<file path="config.mk">
export PLATFORM = sky130hd
export DESIGN_NAME = stream_source
export DESIGN_NICKNAME = d
export VERILOG_FILES = /design/src/stream_pkg.sv /design/src/ready_sync.sv /design/src/beat_hold.sv /design/src/stream_source.sv
export SDC_FILE = /design/constraint.sdc
export NUM_CORES = 1
export LEC_CHECK = 0
export BUFFER_PORTS_ARGS = -buffer_cell sky130_fd_sc_hd__clkbuf_2
export CAP_MARGIN = 20
export CORE_ASPECT_RATIO = 1.25
export CORE_UTILIZATION = 30
export CTS_CLUSTER_SIZE = 25
export DETAILED_ROUTE_END_ITERATION = 10
export PLACE_DENSITY = 0.58
export SYNTH_ARGS = -nofsm -noshare
export SYNTH_HDL_FRONTEND = slang
export SYNTH_HIERARCHICAL = 1
export SYNTH_SLANG_ARGS = --single-unit
</file>
<file path="constraint.sdc">
create_clock -name core_clk_in -period 3.45 [get_ports core_clk_in]
set_clock_uncertainty 0.15 [all_clocks]
set_input_delay 0.1725 -clock core_clk_in [delete_from_list [all_inputs] [get_ports core_clk_in]]
set_output_delay 0.1725 -clock core_clk_in [all_outputs]
set_load 0.01 [all_outputs]
</file>
<file path="src/stream_pkg.sv">
// shared constants and carrier types for the streaming source controller
package stream_pkg;
   // bits per symbol, default 8, legal 1 to 512
   localparam int bits_per_symbol_param = 8;
   // symbols carried in one transfer
   localparam int symbols_per_transfer_param = 4;
   // data width, must stay within 1 to 256
   localparam int data_width = bits_per_symbol_param * symbols_per_transfer_param;
   // channel field width, 0 to 8 allowed
   localparam int channel_width = 8;
   // highest channel number the link supports, up to 255
   localparam logic [7:0] highest_channel_param = 8'hFF;
   // error mask width, 1 to 255
   localparam int error_width = 2;
   // error bit meanings, first entry is the top bit: bit 1 crc, bit 0 overflow
   localparam int fault_crc_bit = 1;
   localparam int fault_overflow_bit = 0;
   // unused-symbol count width, log2 of symbols per transfer
   localparam int empty_width = 2;
   // accept delay, default 0, legal 0 to 8
   localparam int accept_delay_cycles = 0;
   // history depth of the ready pipeline, at least two stages
   localparam int ready_hist_depth = 9;
   // reset value of the in-packet, user ready and packet error flags
   localparam logic reset_level = 1'b0;

   // one transfer as driven toward the sink
   typedef struct packed {
      logic valid;
      logic [data_width-1:0] data;
      logic [channel_width-1:0] channel;
      logic [error_width-1:0] error;
      logic startofpacket;
      logic endofpacket;
      logic [empty_width-1:0] empty;
   } beat_t;

   // one beat as the user offers it
   typedef struct packed {
      logic [data_width-1:0] data;
      logic [channel_width-1:0] channel;
      logic [error_width-1:0] error;
      logic startofpacket;
      logic endofpacket;
      logic [empty_width-1:0] empty;
   } user_beat_t;
endpackage

</file>
<file path="src/ready_sync.sv">
// ready delay line that turns sink ready into ready cycles; ready shares our clock, so no sync stages
module ready_sync
(
   // clock and reset
   input wire logic core_clk_in,
   input wire logic rst_n_in,
   // raw ready from the sink
   input wire logic ready_in,
   // ready cycle marker for the current cycle
   output logic ready_cycle_out
);
   // ready history; stage 0 is the ready seen one cycle back
   logic [stream_pkg::ready_hist_depth-1:0] hist_reg;

   // shift ready into the history each cycle
   always_ff @(posedge core_clk_in or negedge rst_n_in)
   begin
      if (!rst_n_in)
      begin
         hist_reg <= '0;
      end
      else
      begin
         hist_reg <= {hist_reg[stream_pkg::ready_hist_depth-2:0], ready_in};
      end
   end

   // zero delay uses ready of this very cycle, otherwise ready from n cycles back
   generate
      if (stream_pkg::accept_delay_cycles == 0)
      begin : g_zero
         assign ready_cycle_out = ready_in;
      end
      else
      begin : g_delay
         assign ready_cycle_out = hist_reg[stream_pkg::accept_delay_cycles-1];
      end
   endgenerate
endmodule // ready_sync

</file>
<file path="src/beat_hold.sv">
// one-entry holding register for a user beat waiting to be launched
module beat_hold
(
   // clock and reset
   input wire logic core_clk_in,
   input wire logic rst_n_in,
   // write side
   input wire logic wr_en_in,
   input wire stream_pkg::user_beat_t wr_beat_in,
   // registered read data
   output stream_pkg::user_beat_t rd_beat_out
);
   // held beat
   stream_pkg::user_beat_t beat_reg;

   // load on write, else keep
   always_ff @(posedge core_clk_in or negedge rst_n_in)
   begin
      if (!rst_n_in)
      begin
         beat_reg <= '0;
      end
      else if (wr_en_in)
      begin
         beat_reg <= wr_beat_in;
      end
   end

   assign rd_beat_out = beat_reg;
endmodule // beat_hold

</file>
<file path="src/stream_source.sv">
// streaming source controller: takes user beats and drives them to a sink
module stream_source
(
   // clock and reset
   input wire logic core_clk_in,
   input wire logic rst_n_in,
   // user side: offered beat
   input wire logic user_valid_in,
   input wire stream_pkg::user_beat_t user_beat_in,
   output logic user_ready_out,
   // user side: status
   output logic busy_out,
   output logic [15:0] beat_count_out,
   output logic packet_error_out,
   // streaming side toward the sink
   input wire logic ready_in,
   output logic valid_out,
   output logic [stream_pkg::data_width-1:0] data_out,
   output logic [stream_pkg::channel_width-1:0] channel_out,
   output logic [stream_pkg::error_width-1:0] error_out,
   output logic startofpacket_out,
   output logic endofpacket_out,
   output logic [stream_pkg::empty_width-1:0] empty_out
);
   // launch state machine
   typedef enum logic [1:0]
   {
      st_idle = 2'b00,
      st_hold = 2'b01,
      st_send = 2'b10
   } state_t;

   // current and next state
   state_t state_reg;
   state_t state_next;
   // beat now on the wires
   stream_pkg::beat_t out_reg;
   stream_pkg::beat_t out_next;
   // held user beat from the hold module
   stream_pkg::user_beat_t held_beat;
   // ready cycle marker derived from ready
   logic ready_cycle;
   // transfer completes this cycle
   logic beat_taken;
   // hold register load strobe
   logic hold_load;
   // inside a packet, used to flag marker misuse
   logic in_packet_reg;
   logic in_packet_next;
   // counters and flags kept for status
   logic [15:0] count_reg;
   logic error_reg;
   logic user_ready_reg;

   // clamp a channel to the declared highest value
   function automatic logic [stream_pkg::channel_width-1:0] clamp_channel
   (
      input logic [stream_pkg::channel_width-1:0] ch
   );
      clamp_channel = (ch > stream_pkg::highest_channel_param) ? stream_pkg::highest_channel_param : ch;
   endfunction

   // force the empty count to zero on beats without end marker
   function automatic logic [stream_pkg::empty_width-1:0] clean_empty
   (
      input logic eop,
      input logic [stream_pkg::empty_width-1:0] emp
   );
      clean_empty = eop ? emp : '0;
   endfunction

   // ready delay line; ready comes from logic on the same clock, so no sync stages
   ready_sync u_ready_sync
   (
      .core_clk_in(core_clk_in),
      .rst_n_in(rst_n_in),
      .ready_in(ready_in),
      .ready_cycle_out(ready_cycle)
   );

   // one-entry hold for a beat accepted while the wires are busy
   beat_hold u_beat_hold
   (
      .core_clk_in(core_clk_in),
      .rst_n_in(rst_n_in),
      .wr_en_in(hold_load),
      .wr_beat_in(user_beat_in),
      .rd_beat_out(held_beat)
   );

   // a beat counts as moved only when valid meets a ready cycle
   assign beat_taken = out_reg.valid & ready_cycle;
   // user beat is accepted when user_ready_reg is high
   assign hold_load = user_valid_in & user_ready_reg & (state_reg == st_send) & ~beat_taken;

   // next-state and next-beat logic
   always_comb
   begin
      state_next = state_reg;
      out_next = out_reg;
      in_packet_next = in_packet_reg;
      case (state_reg)
         st_idle:
         begin
            // nothing on the wires
            out_next.valid = 1'b0;
            if (user_valid_in && user_ready_reg && (stream_pkg::accept_delay_cycles == 0 || ready_cycle))
            begin
               // with delay the beat is launched only inside a ready cycle window
               out_next = {1'b1, user_beat_in.data, clamp_channel(user_beat_in.channel), user_beat_in.error,
                  user_beat_in.startofpacket, user_beat_in.endofpacket,
                  clean_empty(user_beat_in.endofpacket, user_beat_in.empty)};
               state_next = st_send;
            end
         end
         st_send:
         begin
            if (stream_pkg::accept_delay_cycles == 0)
            begin
               // zero delay: hold valid and data until ready arrives
               if (beat_taken)
               begin
                  out_next.valid = 1'b0;
                  state_next = st_idle;
                  if (user_valid_in && user_ready_reg)
                  begin
                     // back-to-back launch of the next user beat
                     out_next = {1'b1, user_beat_in.data, clamp_channel(user_beat_in.channel), user_beat_in.error,
                        user_beat_in.startofpacket, user_beat_in.endofpacket,
                        clean_empty(user_beat_in.endofpacket, user_beat_in.empty)};
                     state_next = st_send;
                  end
                  else if (hold_load)
                  begin
                     state_next = st_hold;
                  end
               end
               else if (hold_load)
               begin
                  state_next = st_hold;
               end
            end
            else
            begin
               // nonzero delay: valid lasts one ready cycle only, then drops
               out_next.valid = 1'b0;
               state_next = hold_load ? st_hold : st_idle;
            end
         end
         st_hold:
         begin
            // a held beat waits for the wires to free up
            if (!out_reg.valid && (stream_pkg::accept_delay_cycles == 0 || ready_cycle))
            begin
               out_next = {1'b1, held_beat.data, clamp_channel(held_beat.channel), held_beat.error,
                  held_beat.startofpacket, held_beat.endofpacket,
                  clean_empty(held_beat.endofpacket, held_beat.empty)};
               state_next = st_send;
            end
            else if (beat_taken)
            begin
               out_next.valid = 1'b0;
            end
            else if (stream_pkg::accept_delay_cycles != 0)
            begin
               // outside ready cycles valid must stay low
               out_next.valid = 1'b0;
            end
         end
         default:
         begin
            out_next.valid = 1'b0;
            state_next = st_idle;
         end
      endcase
      // packet tracking on each taken beat
      if (beat_taken)
      begin
         if (out_reg.startofpacket)
         begin
            in_packet_next = 1'b1;
         end
         if (out_reg.endofpacket)
         begin
            in_packet_next = 1'b0;
         end
      end
   end

   // state, outputs and in-packet flag; every stream output is a flop
   always_ff @(posedge core_clk_in or negedge rst_n_in)
   begin
      if (!rst_n_in)
      begin
         state_reg <= st_idle;
         out_reg <= '0;
         in_packet_reg <= stream_pkg::reset_level;
      end
      else
      begin
         state_reg <= state_next;
         out_reg <= out_next;
         in_packet_reg <= in_packet_next;
      end
   end

   // user ready: free unless a beat is already held
   always_ff @(posedge core_clk_in or negedge rst_n_in)
   begin
      if (!rst_n_in)
      begin
         user_ready_reg <= stream_pkg::reset_level;
      end
      else
      begin
         user_ready_reg <= (state_next != st_hold);
      end
   end

   // count of taken beats, wraps silently
   always_ff @(posedge core_clk_in or negedge rst_n_in)
   begin
      if (!rst_n_in)
      begin
         count_reg <= 16'h0000;
      end
      else if (beat_taken)
      begin
         count_reg <= count_reg + 16'h0001;
      end
   end

   // sticky flag for start-without-end or end-without-start misuse by the user
   always_ff @(posedge core_clk_in or negedge rst_n_in)
   begin
      if (!rst_n_in)
      begin
         error_reg <= stream_pkg::reset_level;
      end
      else if (beat_taken && ((out_reg.startofpacket && in_packet_reg) ||
         (!out_reg.startofpacket && !in_packet_reg && out_reg.endofpacket)))
      begin
         error_reg <= 1'b1;
      end
   end

   // drive ports from the registers
   assign valid_out = out_reg.valid;
   assign data_out = out_reg.data;
   assign channel_out = out_reg.channel;
   assign error_out = out_reg.error;
   assign startofpacket_out = out_reg.startofpacket;
   assign endofpacket_out = out_reg.endofpacket;
   assign empty_out = out_reg.empty;
   assign user_ready_out = user_ready_reg;
   assign busy_out = out_reg.valid;
   assign beat_count_out = count_reg;
   assign packet_error_out = error_reg;
endmodule // stream_source

</file>
==> results of run 1 <==
[Yosys cell counts (all sizes together)]
master	n
a21oi	48
nor3b	2
and2b	1
xor2	7
clkbuf	1
nand3	11
and4	1
a22oi	44
and3	6
buf	26
and2	1
xnor2	9
nor4	1
dfrtp	114
ha	1
a21boi	1
nor3	1
o21bai	1
inv	1
o32ai	1
o21ai	2
o22ai	1
nand2b	2
a31oi	2
nor2	52
nand2	11
mux2	46
nand4	1
[per-stage QoR]
| stage | worst slack [ns] | cell area, um^2 | power, mW | utilization | hold WS (ns) |
|---|---|---|---|---|---|
| after floorplan | 1.464 | 5004 | 4.248 | - | -0.2731 |
| after global placement | 1.355 | 5692 | 4.787 | 0.3499 | 0.09750 |
| after detailed placement | 1.237 | 5692 | 4.882 | 0.3499 | 0.1205 |
| after CTS | 1.238 | 6765 | 6.732 | 0.4159 | 0.2032 |
| after global routing | 1.126 | 6765 | 7.091 | 0.4159 | 0.2641 |
| final | 1.263 | 6765 | 6.637 | 0.4159 | 0.1936 |
[power by group]
| group | switching, mW | internal (mW) | leakage (nW) |
|---|---|---|---|
| sequential | 0.409 | 1.99 | 1.37 |
| clock | 0.602 | 1.16 | 0.295 |
| combinational | 1.27 | 1.21 | 1.47 |
[cell type report]
cell class	instances	area (um^2)
clock buffers	20	456.7
well taps	216	270.3
flip-flops and latches	114	2853
repair buffers	170	1124
multi-input cells	253	1922
fillers	1565	9500
clock inverters	11	136.4
inverters	1	3.754
[worst max-delay path: stages (launching register included)]
cell and delay (ns):
dfrtp_1 0.52, a21boi_2 0.32, nor3b_2 0.24, buf_4 0.43, mux2_2 0.39
[logic make-up after synthesis]
| logic type | after synthesis | synth area share |
|---|---|---|
| DFF | 114 | 0.5701 |
| xor gates and xnor gates | 16 | 0.02801 |
| and+or+nand+nor | 90 | 0.08252 |
| adders and majority gates | 1 | 0.002500 |
| AOI/OAI and AO/OA | 100 | 0.1343 |
| buffers and inverters | 28 | 0.04901 |
| muxes | 46 | 0.1335 |
[metal layers]
metal | routed length (um) | track usage
met5 | 0 | 0
met4 | 172 | 0.06731
met3 | 481 | 0.03828
met2 | 5413 | 0.2293
met1 | 5102 | 0.1710
[worst max path at each step]
stage,end,slack [ns],cells after the start
after global routing,data_out[29]$_DFFE_PN0P_,1.13,5
after detailed placement,u_beat_hold/rd_beat_out[5]$_DFFE_PN0P_,1.24,4
final,u_beat_hold/rd_beat_out[2]$_DFFE_PN0P_,1.26,4
after global placement,u_beat_hold/rd_beat_out[1]$_DFFE_PN0P_,1.35,4
after floorplan,u_beat_hold/rd_beat_out[0]$_DFFE_PN0P_,1.46,6
after CTS,u_beat_hold/rd_beat_out[5]$_DFFE_PN0P_,1.24,4
[what timing repair did]
item	4_1_cts	5_1_grt
hold endpoints to repair	146	0
hold buffers	48	0
gates resized for setup	0	0
setup endpoints to repair	0	0
==> results.ini, run 1 <==
[worst_setup_path]
crit_required_ns=3.60
critPathLaunch=busy_out$_DFFE_PN0N_
r2r_setup_slack_ns=1.26
worstRegToRegCells=4
end_kind=register
reg2reg_from=busy_out$_DFFE_PN0N_
start_kind=register
r2r-end=u_beat_hold/rd_beat_out[2]$_DFFE_PN0P_
worst-setup-path-type=reg2reg
cp_max_fo=27
crit_arrival_ns=2.33

[cts]
cts.clk_slew.worst_paths_ns=0.05
clk_path_buf_depth=2
postCtsSetupRepairBufs=0
tritoncts=yes
clock_latency_ns=0.41
root_buffer=clkbuf_16
h-tree-depth=4
tritoncts.num_buffers=17
cts.sinks=114

[cells_and_area]
fin_cells=785
layout.nets=608
drive_gt1_frac=0.3761
largest_register_ffs=46
diodes=0
area_growth_syn_to_layout_pct=35.21
layout_common_cells=dfrtp_1 (114), clkbuf_2 (114), nor2_1 (51), dlygate4sd3_1 (48), a22oi_1 (44)

[synthesis]
synth_top_cell_area_share=0.5701
yosysTopAreaCell=dfrtp_1
syn-mean-instance-area_um2=12.67
ys_top_cells_by_area=dfrtp_1 (57%), mux2_4 (12%), a22oi_1 (6.6%), nor2_1 (3.8%), a21oi_1 (3.8%)
synthCells=395
postSynthNetCount=446
ys_seq_elements=114
yosys_warnings=6
netlist-cell-type-count=34
seq_area_frac_synth=0.5701
synth_area_um2=5004

[worst_hold_path]
hold_path_class=in2async

[floorplan]
die_w_um=117.5
rows=52
initial_utilization=0.3076
core_area_um2=16270
io_pins=116
die_y_um=146.4
die_area_um2=17200

[sta]
setup_viol=0
rsz0062_at_grt=false
tns_ns=0
period_minus_slack_ns=2.187
fin_crit_sh=0.6339
hold_viol_final=0
relSlewSlack=0.5232
worstMarginPinSlew_ns=0.7135
max_freq_ghz=0.4572
drv_slew=0

[grt]
grt_pass1_wl_um=18970
grtUsageTotal=0.1402
grt_overflow=0
antenna_found_initial=0
grt_pass1_vias=3834
grt_max_degree=63

[placed_design]
gp_congestion=0.8383
dpl.cell_count=706
numPortBuffers=115
dp_hpwl_um=7255

[pwr]
ir_worst_vdd_v=0.0003616
p_leak_nw=3.127
pwr_density_cell_nw_per_um2=981.0

[detailed_routing]
postRouteWirelength_um=11170
post_drt_wl_per_cell_um=14.23
drc=0
drt_first_iter_violations=132
vias=3592
drtPass1Iterations=7
ant_nets=0
viasPerCell=4.576

[run_status]
status=completed

[flow_run]
max_cap_violations=0

No activity file was read; power rests on OpenSTA's default activity.
==> run 2, diff against run 1 <==
--- a/config.mk
+++ b/config.mk
@@ -11,7 +11,7 @@
 export CORE_UTILIZATION = 30
 export CTS_CLUSTER_SIZE = 25
 export DETAILED_ROUTE_END_ITERATION = 10
-export PLACE_DENSITY = 0.58
+export PLACE_DENSITY = 0.59
 export SYNTH_ARGS = -nofsm -noshare
 export SYNTH_HDL_FRONTEND = slang
 export SYNTH_HIERARCHICAL = 1
==> constraint.sdc (replaced) <==
create_clock -name core_clk_in -period 1.8 [get_ports core_clk_in]
set_clock_uncertainty 0.15 [all_clocks]
set_input_delay 0.09 -clock core_clk_in [delete_from_list [all_inputs] [get_ports core_clk_in]]
set_output_delay 0.09 -clock core_clk_in [all_outputs]
set_load 0.01 [all_outputs]
==> results.ini, run 2 (same netlist as run 1, synthesis figures left out) <==
[run_status]
status=completed

[detailed_routing]
post_drt_wl_per_cell_um=15.54  ; +9.2%
vias=3716  ; +3.5%
drtPass1Iterations=5  ; -2
drt-met1-wl_um=5927  ; +16%
wl_met2_um=5860  ; +8.3%
drt_first_iter_violations=149  ; +13%
maxUsedRoutingLayer=met4
ant_nets=0  ; unchanged
met3RoutedLength_um=488  ; +1.5%
postRouteWirelength_um=12450  ; +11%
drc=0  ; unchanged
viasPerCell=4.639  ; +1.4%

[worst_setup_path]
critPathBufInv=4  ; +3
worst-setup-path-type=in2reg
cp_max_fo=17  ; -37%
crit_required_ns=1.94  ; -1.66 ns
critPathLaunch=ready_in
critical_path.top_delay_family=buffers and inverters
end_kind=register
reg2reg_from=busy_out$_DFFE_PN0N_
crit_arrival_ns=1.89  ; -0.44 ns
cpMaxStageDelayCell=dlygate4sd3_1
slowest_delay_ns=0.53  ; about the same
crit_chain=dlygate4sd3_1 -> clkbuf_2 -> a21boi_4 -> nor3b_4 -> buf_4 -> buf_6 -> mux2_4
start_kind=input port

[cts]
tritoncts.num_buffers=17  ; unchanged
cts.clk_slew.worst_paths_ns=0.06  ; about the same
h-tree-depth=4  ; unchanged
cts.sinks=114  ; unchanged
root_buffer=clkbuf_16
clock_latency_ns=0.41  ; about the same
clk_path_buf_depth=2  ; unchanged
tritoncts=yes

[sta]
setup_viol=0  ; unchanged
fin_crit_sh=0.9712
drv_slew=0  ; unchanged
rsz0062_at_grt=true
tns_ns=0  ; unchanged
setup_ws_ns=0.05181  ; -1.211 ns
max_freq_ghz=0.5720
period_minus_slack_ns=1.748
hold_viol_final=0  ; unchanged
worstMarginPinSlew_ns=0.5138  ; -0.1997 ns
relSlewSlack=0.6575  ; +0.1343

[pwr]
switching_share=0.3559  ; +0.01231
p_leak_nw=3.227  ; +3.2%
pwr_density_cell_nw_per_um2=1904  ; +94%
p_sw_mw=4.748  ; +110%
power.share.combinational=0.407  ; +0.034
power_frac_seq=0.344  ; -0.017
intPower_mw=8.595  ; +97%
ir_worst_vdd_v=0.0006255  ; +73%
clock_power_share=0.249  ; -0.017

[grt]
antenna_found_initial=0  ; unchanged
grt_pass1_wl_um=19530  ; +2.9%
grtUsageTotal=0.1444  ; +0.004207
grt_overflow=0  ; unchanged
grt_pass1_vias=3746  ; -2.3%
grt_max_degree=61  ; -3.2%

[worst_hold_path]
hold_path.startpoint=user_valid_in
hold_path_class=in2reg

[placed_design]
numPortBuffers=115  ; unchanged
dp_hpwl_um=7430  ; +2.4%
place_ws_ns=0.003055  ; -1.234 ns
dpl.cell_count=714  ; +1.1%
gp_congestion=0.7990  ; -4.7%

[cells_and_area]
layout.nets=623  ; +2.5%
area_growth_syn_to_layout_pct=40.08
utilization=0.4309  ; +0.01500
layout_common_cells=dfrtp_1 (114), clkbuf_2 (114), nor2_1 (51), dlygate4sd3_1 (48), a22oi_1 (44)
fin_cells=801  ; +2.0%
diodes=0  ; unchanged
largest_register_ffs=46  ; unchanged
drive_gt1_frac=0.3966  ; +0.02048

[floorplan]
core_area_um2=16270  ; unchanged
io_pins=116  ; unchanged
initial_utilization=0.3076  ; unchanged
die_w_um=117.5  ; unchanged
die_area_um2=17200  ; unchanged
rows=52  ; unchanged
die_y_um=146.4  ; unchanged

[flow_run]
max_cap_violations=0  ; unchanged

==> run 2: cell count changes in the layout (fill, tap and decap cells not counted), moves of 4 or more <==
cell / change
clkinvlp_4: +6
buf_12: +5
clkinv_2: -5
buf_4: +4
buf_6: +4
==> run 2: cell type report <==
cell class | instances | area [um^2]
well taps | 216 | 270.3
flip-flops and latches | 114 | 2853
fillers | 1557 | 9256
repair buffers | 185 | 1349
multi-input cells | 253 | 1947
clock inverters | 15 | 161.4
inverters | 1 | 3.754
clock buffers | 17 | 425.4
==> run 2: metrics by stage <==
stage | hold WS (ns) | area (um^2) | power (mW)
2_1_floorplan | -0.3556 | 5026 | 8.187
3_3_place_gp | -0.05596 | 5828 | 9.479
3_5_place_dp | -0.04627 | 5828 | 9.659
4_1_cts | 0.05648 | 6899 | 13.13
5_1_grt | 0.05205 | 7009 | 14.22
6_report | 0.04116 | 7009 | 13.34
==> run 2: worst register-to-register path, delay by kind of cell (launching register included) <==
family                 cells  cell delay (ns)
DFF                        1             0.40
buffers and inverters      2             0.37
muxes                      1             0.33
and+or+nand+nor            1             0.21
AOI/OAI and AO/OA          1             0.14
==> run 2: power by group through the flow <==
stage	logic [mW]	clock network (mW)	registers, mW
after floorplan	3.45	0	4.74
after global placement	4.92	0	4.56
after detailed placement	5.05	0	4.60
after CTS	5.15	3.39	4.59
after global routing	5.93	3.53	4.75
final	5.43	3.32	4.59
==> run 2: path summary, 6_finish.rpt <==
kind | endpoint | slack [ns] | depth (start not counted)
setup / recovery | u_beat_hold/rd_beat_out[23]$_DFFE_PN0P_ | 0.05 | 7
hold / removal | busy_out$_DFFE_PN0N_ | 0.04 | 4
setup reg to reg | u_beat_hold/rd_beat_out[23]$_DFFE_PN0P_ | 0.07 | 5
hold reg to reg | beat_count_out[15]$_DFFE_PN0P_ | 0.31 | 1
max in group asynchronous | beat_count_out[13]$_DFFE_PN0P_ | 0.82 | 3
min in group asynchronous | data_out[24]$_DFFE_PN0P_ | 0.05 | 2
==> run 2: repair_timing <==
item,in CTS,in global routing
gates resized for setup,1,8
pin swaps,0,2
gates cloned,0,3
hold endpoints to repair,210,0
hold buffers,48,0
setup buffers,0,4
endpoints found under the setup margin,11,75
==> run 2: per-layer routing <==
layer | vias to the layer above | GRT usage
li1 | 1760 | -
met1 | 1844 | 0.1857
met2 | 96 | 0.2281
met3 | 16 | 0.04570
met4 | 0 | 0.05192
met5 | - | 0
==> run 3, diff against run 2 <==
--- a/config.mk
+++ b/config.mk
@@ -12,6 +12,7 @@
 export CTS_CLUSTER_SIZE = 25
 export DETAILED_ROUTE_END_ITERATION = 10
 export PLACE_DENSITY = 0.59
+export REMOVE_ABC_BUFFERS = 1
 export SYNTH_ARGS = -nofsm -noshare
 export SYNTH_HDL_FRONTEND = slang
 export SYNTH_HIERARCHICAL = 1
==> results.ini, run 3 (same netlist as run 1, synthesis figures left out) <==
[cells_and_area]
fillers=1538  ; -1.2%
area_growth_syn_to_layout_pct=40.39
largest_register_ffs=46  ; unchanged
layout_common_cells=dfrtp_1 (114), clkbuf_2 (114), nor2_1 (50), dlygate4sd3_1 (49), a22oi_1 (44)
drive_gt1_frac=0.3888  ; -0.007787
layout.nets=627  ; +0.64%
seq_area_um2=2853  ; unchanged
diodes=0  ; unchanged
multi_input_area_um2=1927  ; -1.0%
fin_cells=805  ; +0.50%

[placed_design]
gp_congestion=0.7966  ; -0.30%
dpl.cell_count=721  ; +0.98%
numPortBuffers=115  ; unchanged
dp_hpwl_um=7587  ; +2.1%

[grt]
grt_max_degree=49  ; -20%
antenna_found_initial=0  ; unchanged
grt_pass1_vias=3880  ; +3.6%
grt_overflow=0  ; unchanged
grt_pass1_wl_um=19420  ; -0.53%
grtUsageTotal=0.1442  ; -0.0001924

[pwr]
power.share.combinational=0.413  ; +0.006
switching_share=0.3410  ; -0.01490
p_sw_mw=4.536  ; -4.5%
clock_power_share=0.243  ; -0.006
ir_worst_vdd_v=0.0009045  ; +45%
pwr_density_cell_nw_per_um2=1894  ; -0.51%
power_frac_seq=0.343  ; about the same
intPower_mw=8.767  ; +2.0%
p_leak_nw=3.251  ; +0.73%

[sta]
rsz0062_at_grt=true
max_freq_ghz=0.5701  ; -0.33%
relSlewSlack=0.6460  ; -0.01142
worstMarginPinSlew_ns=0.5309  ; +0.01712 ns
fin_crit_sh=0.9745  ; +0.003249
drv_slew=0  ; unchanged
period_minus_slack_ns=1.754  ; +0.005848 ns
setup_viol=0  ; unchanged
tns_ns=0  ; unchanged
hold_viol_final=0  ; unchanged
whs_ns=0.08078  ; +0.03962 ns

[cts]
cts.clk_slew.worst_paths_ns=0.05  ; about the same
cts.sinks=114  ; unchanged
clk_path_buf_depth=2  ; unchanged
h-tree-depth=4  ; unchanged
root_buffer=clkbuf_16
tritoncts=yes
tritoncts.num_buffers=17  ; unchanged
clock_latency_ns=0.40  ; about the same

[floorplan]
io_pins=116  ; unchanged
initial_utilization=0.3076  ; unchanged
die_w_um=117.5  ; unchanged
core_area_um2=16270  ; unchanged
die_y_um=146.4  ; unchanged
die_area_um2=17200  ; unchanged
rows=52  ; unchanged

[detailed_routing]
viasPerCell=4.668  ; +0.63%
postRouteWirelength_um=12130  ; -2.6%
drtPass1Iterations=4  ; -1
vias=3758  ; +1.1%
drc=0  ; unchanged
ant_nets=0  ; unchanged
drt_first_iter_violations=128  ; -14%
post_drt_wl_per_cell_um=15.07  ; -3.1%

[worst_hold_path]
hold_path_class=in2async

[worst_setup_path]
cp_max_fo=22  ; +5
r2r_setup_slack_ns=0.05  ; -0.02 ns
worstRegToRegCells=7  ; +2
end_kind=register
r2r-end=data_out[31]$_DFFE_PN0P_
crit_required_ns=1.96  ; +0.02 ns
crit_arrival_ns=1.92  ; +0.03 ns
reg2reg_from=state_reg[1]$_DFF_PN0_
start_kind=register
worst-setup-path-type=reg2reg

[flow_run]
max_cap_violations=0  ; unchanged

[run_status]
status=completed

run 3: area by class of cell:
type                    count  share of cell area
flip-flops and latches    114              0.4061
multi-input cells         253              0.2743
repair buffers            189              0.1997
clock buffers              27             0.07018
well taps                 216             0.03848
clock inverters             5             0.01069
inverters                   1           0.0005344
run 3: timing repair:
item,in CTS,in global routing
endpoints found under the setup margin,0,27
setup buffers,0,1
gates resized for setup,0,4
hold buffers,48,1
endpoints found under the hold margin,210,1
run 3: worst max-delay path, stage by stage (launching register included):
cell and delay, ns:
dfrtp_1 0.38, a21boi_2 0.16, buf_4 0.15, o32ai_4 0.28
buf_12 0.17, buf_12 0.16, nor2_1 0.05, a21oi_1 0.14
run 3: worst max path at each step:
| stage | startpoint | endpoint | slack, ns | cells after the start |
|---|---|---|---|---|
| 4_1_cts | busy_out$_DFFE_PN0N_ | u_beat_hold/rd_beat_out[44]$_DFFE_PN0P_ | 0.04 | 5 |
| 3_5_place_dp | busy_out$_DFFE_PN0N_ | u_beat_hold/rd_beat_out[44]$_DFFE_PN0P_ | 0.06 | 5 |
| 2_1_floorplan | busy_out$_DFFE_PN0N_ | u_beat_hold/rd_beat_out[13]$_DFFE_PN0P_ | -5.11 | 3 |
| 5_1_grt | state_reg[1]$_DFF_PN0_ | data_out[5]$_DFFE_PN0P_ | -0.02 | 7 |
| 3_3_place_gp | busy_out$_DFFE_PN0N_ | u_beat_hold/rd_beat_out[44]$_DFFE_PN0P_ | 0.08 | 5 |
| 6_report | state_reg[1]$_DFF_PN0_ | data_out[31]$_DFFE_PN0P_ | 0.05 | 7 |
run 3: per-layer routing:
layer	vias to the layer above	GRT usage	wire (um)	share of wire
met5	-	0	0	0
met3	17	0.03672	499	0.041
li1	1762	-	-	-
met4	0	0.07885	259	0.021
met2	114	0.2311	5921	0.49
met1	1865	0.1779	5448	0.45
run 3: stage by stage:
| step | worst slack (ns) | instance area [um^2] | power (mW) | util |
|---|---|---|---|---|
| CTS | 0.03762 | 6928 | 13.09 | 0.4259 |
| detailed placement | 0.06133 | 5879 | 9.655 | 0.3615 |
| global placement | 0.07957 | 5879 | 9.492 | 0.3615 |
| finish | 0.04596 | 7024 | 13.30 | 0.4318 |
| global route | -0.02230 | 7024 | 14.24 | 0.4318 |
| floorplan | -5.115 | 4762 | 7.458 | - |
run 3: power groups by stage:
| stage | registers [mW] | logic (mW) | clock network [mW] |
|---|---|---|---|
| finish | 4.57 | 5.50 | 3.24 |
| detailed placement | 4.57 | 5.08 | 0 |
| CTS | 4.56 | 5.20 | 3.33 |
| global route | 4.73 | 6.06 | 3.46 |
| global placement | 4.53 | 4.96 | 0 |
| floorplan | 4.73 | 2.73 | 0 |
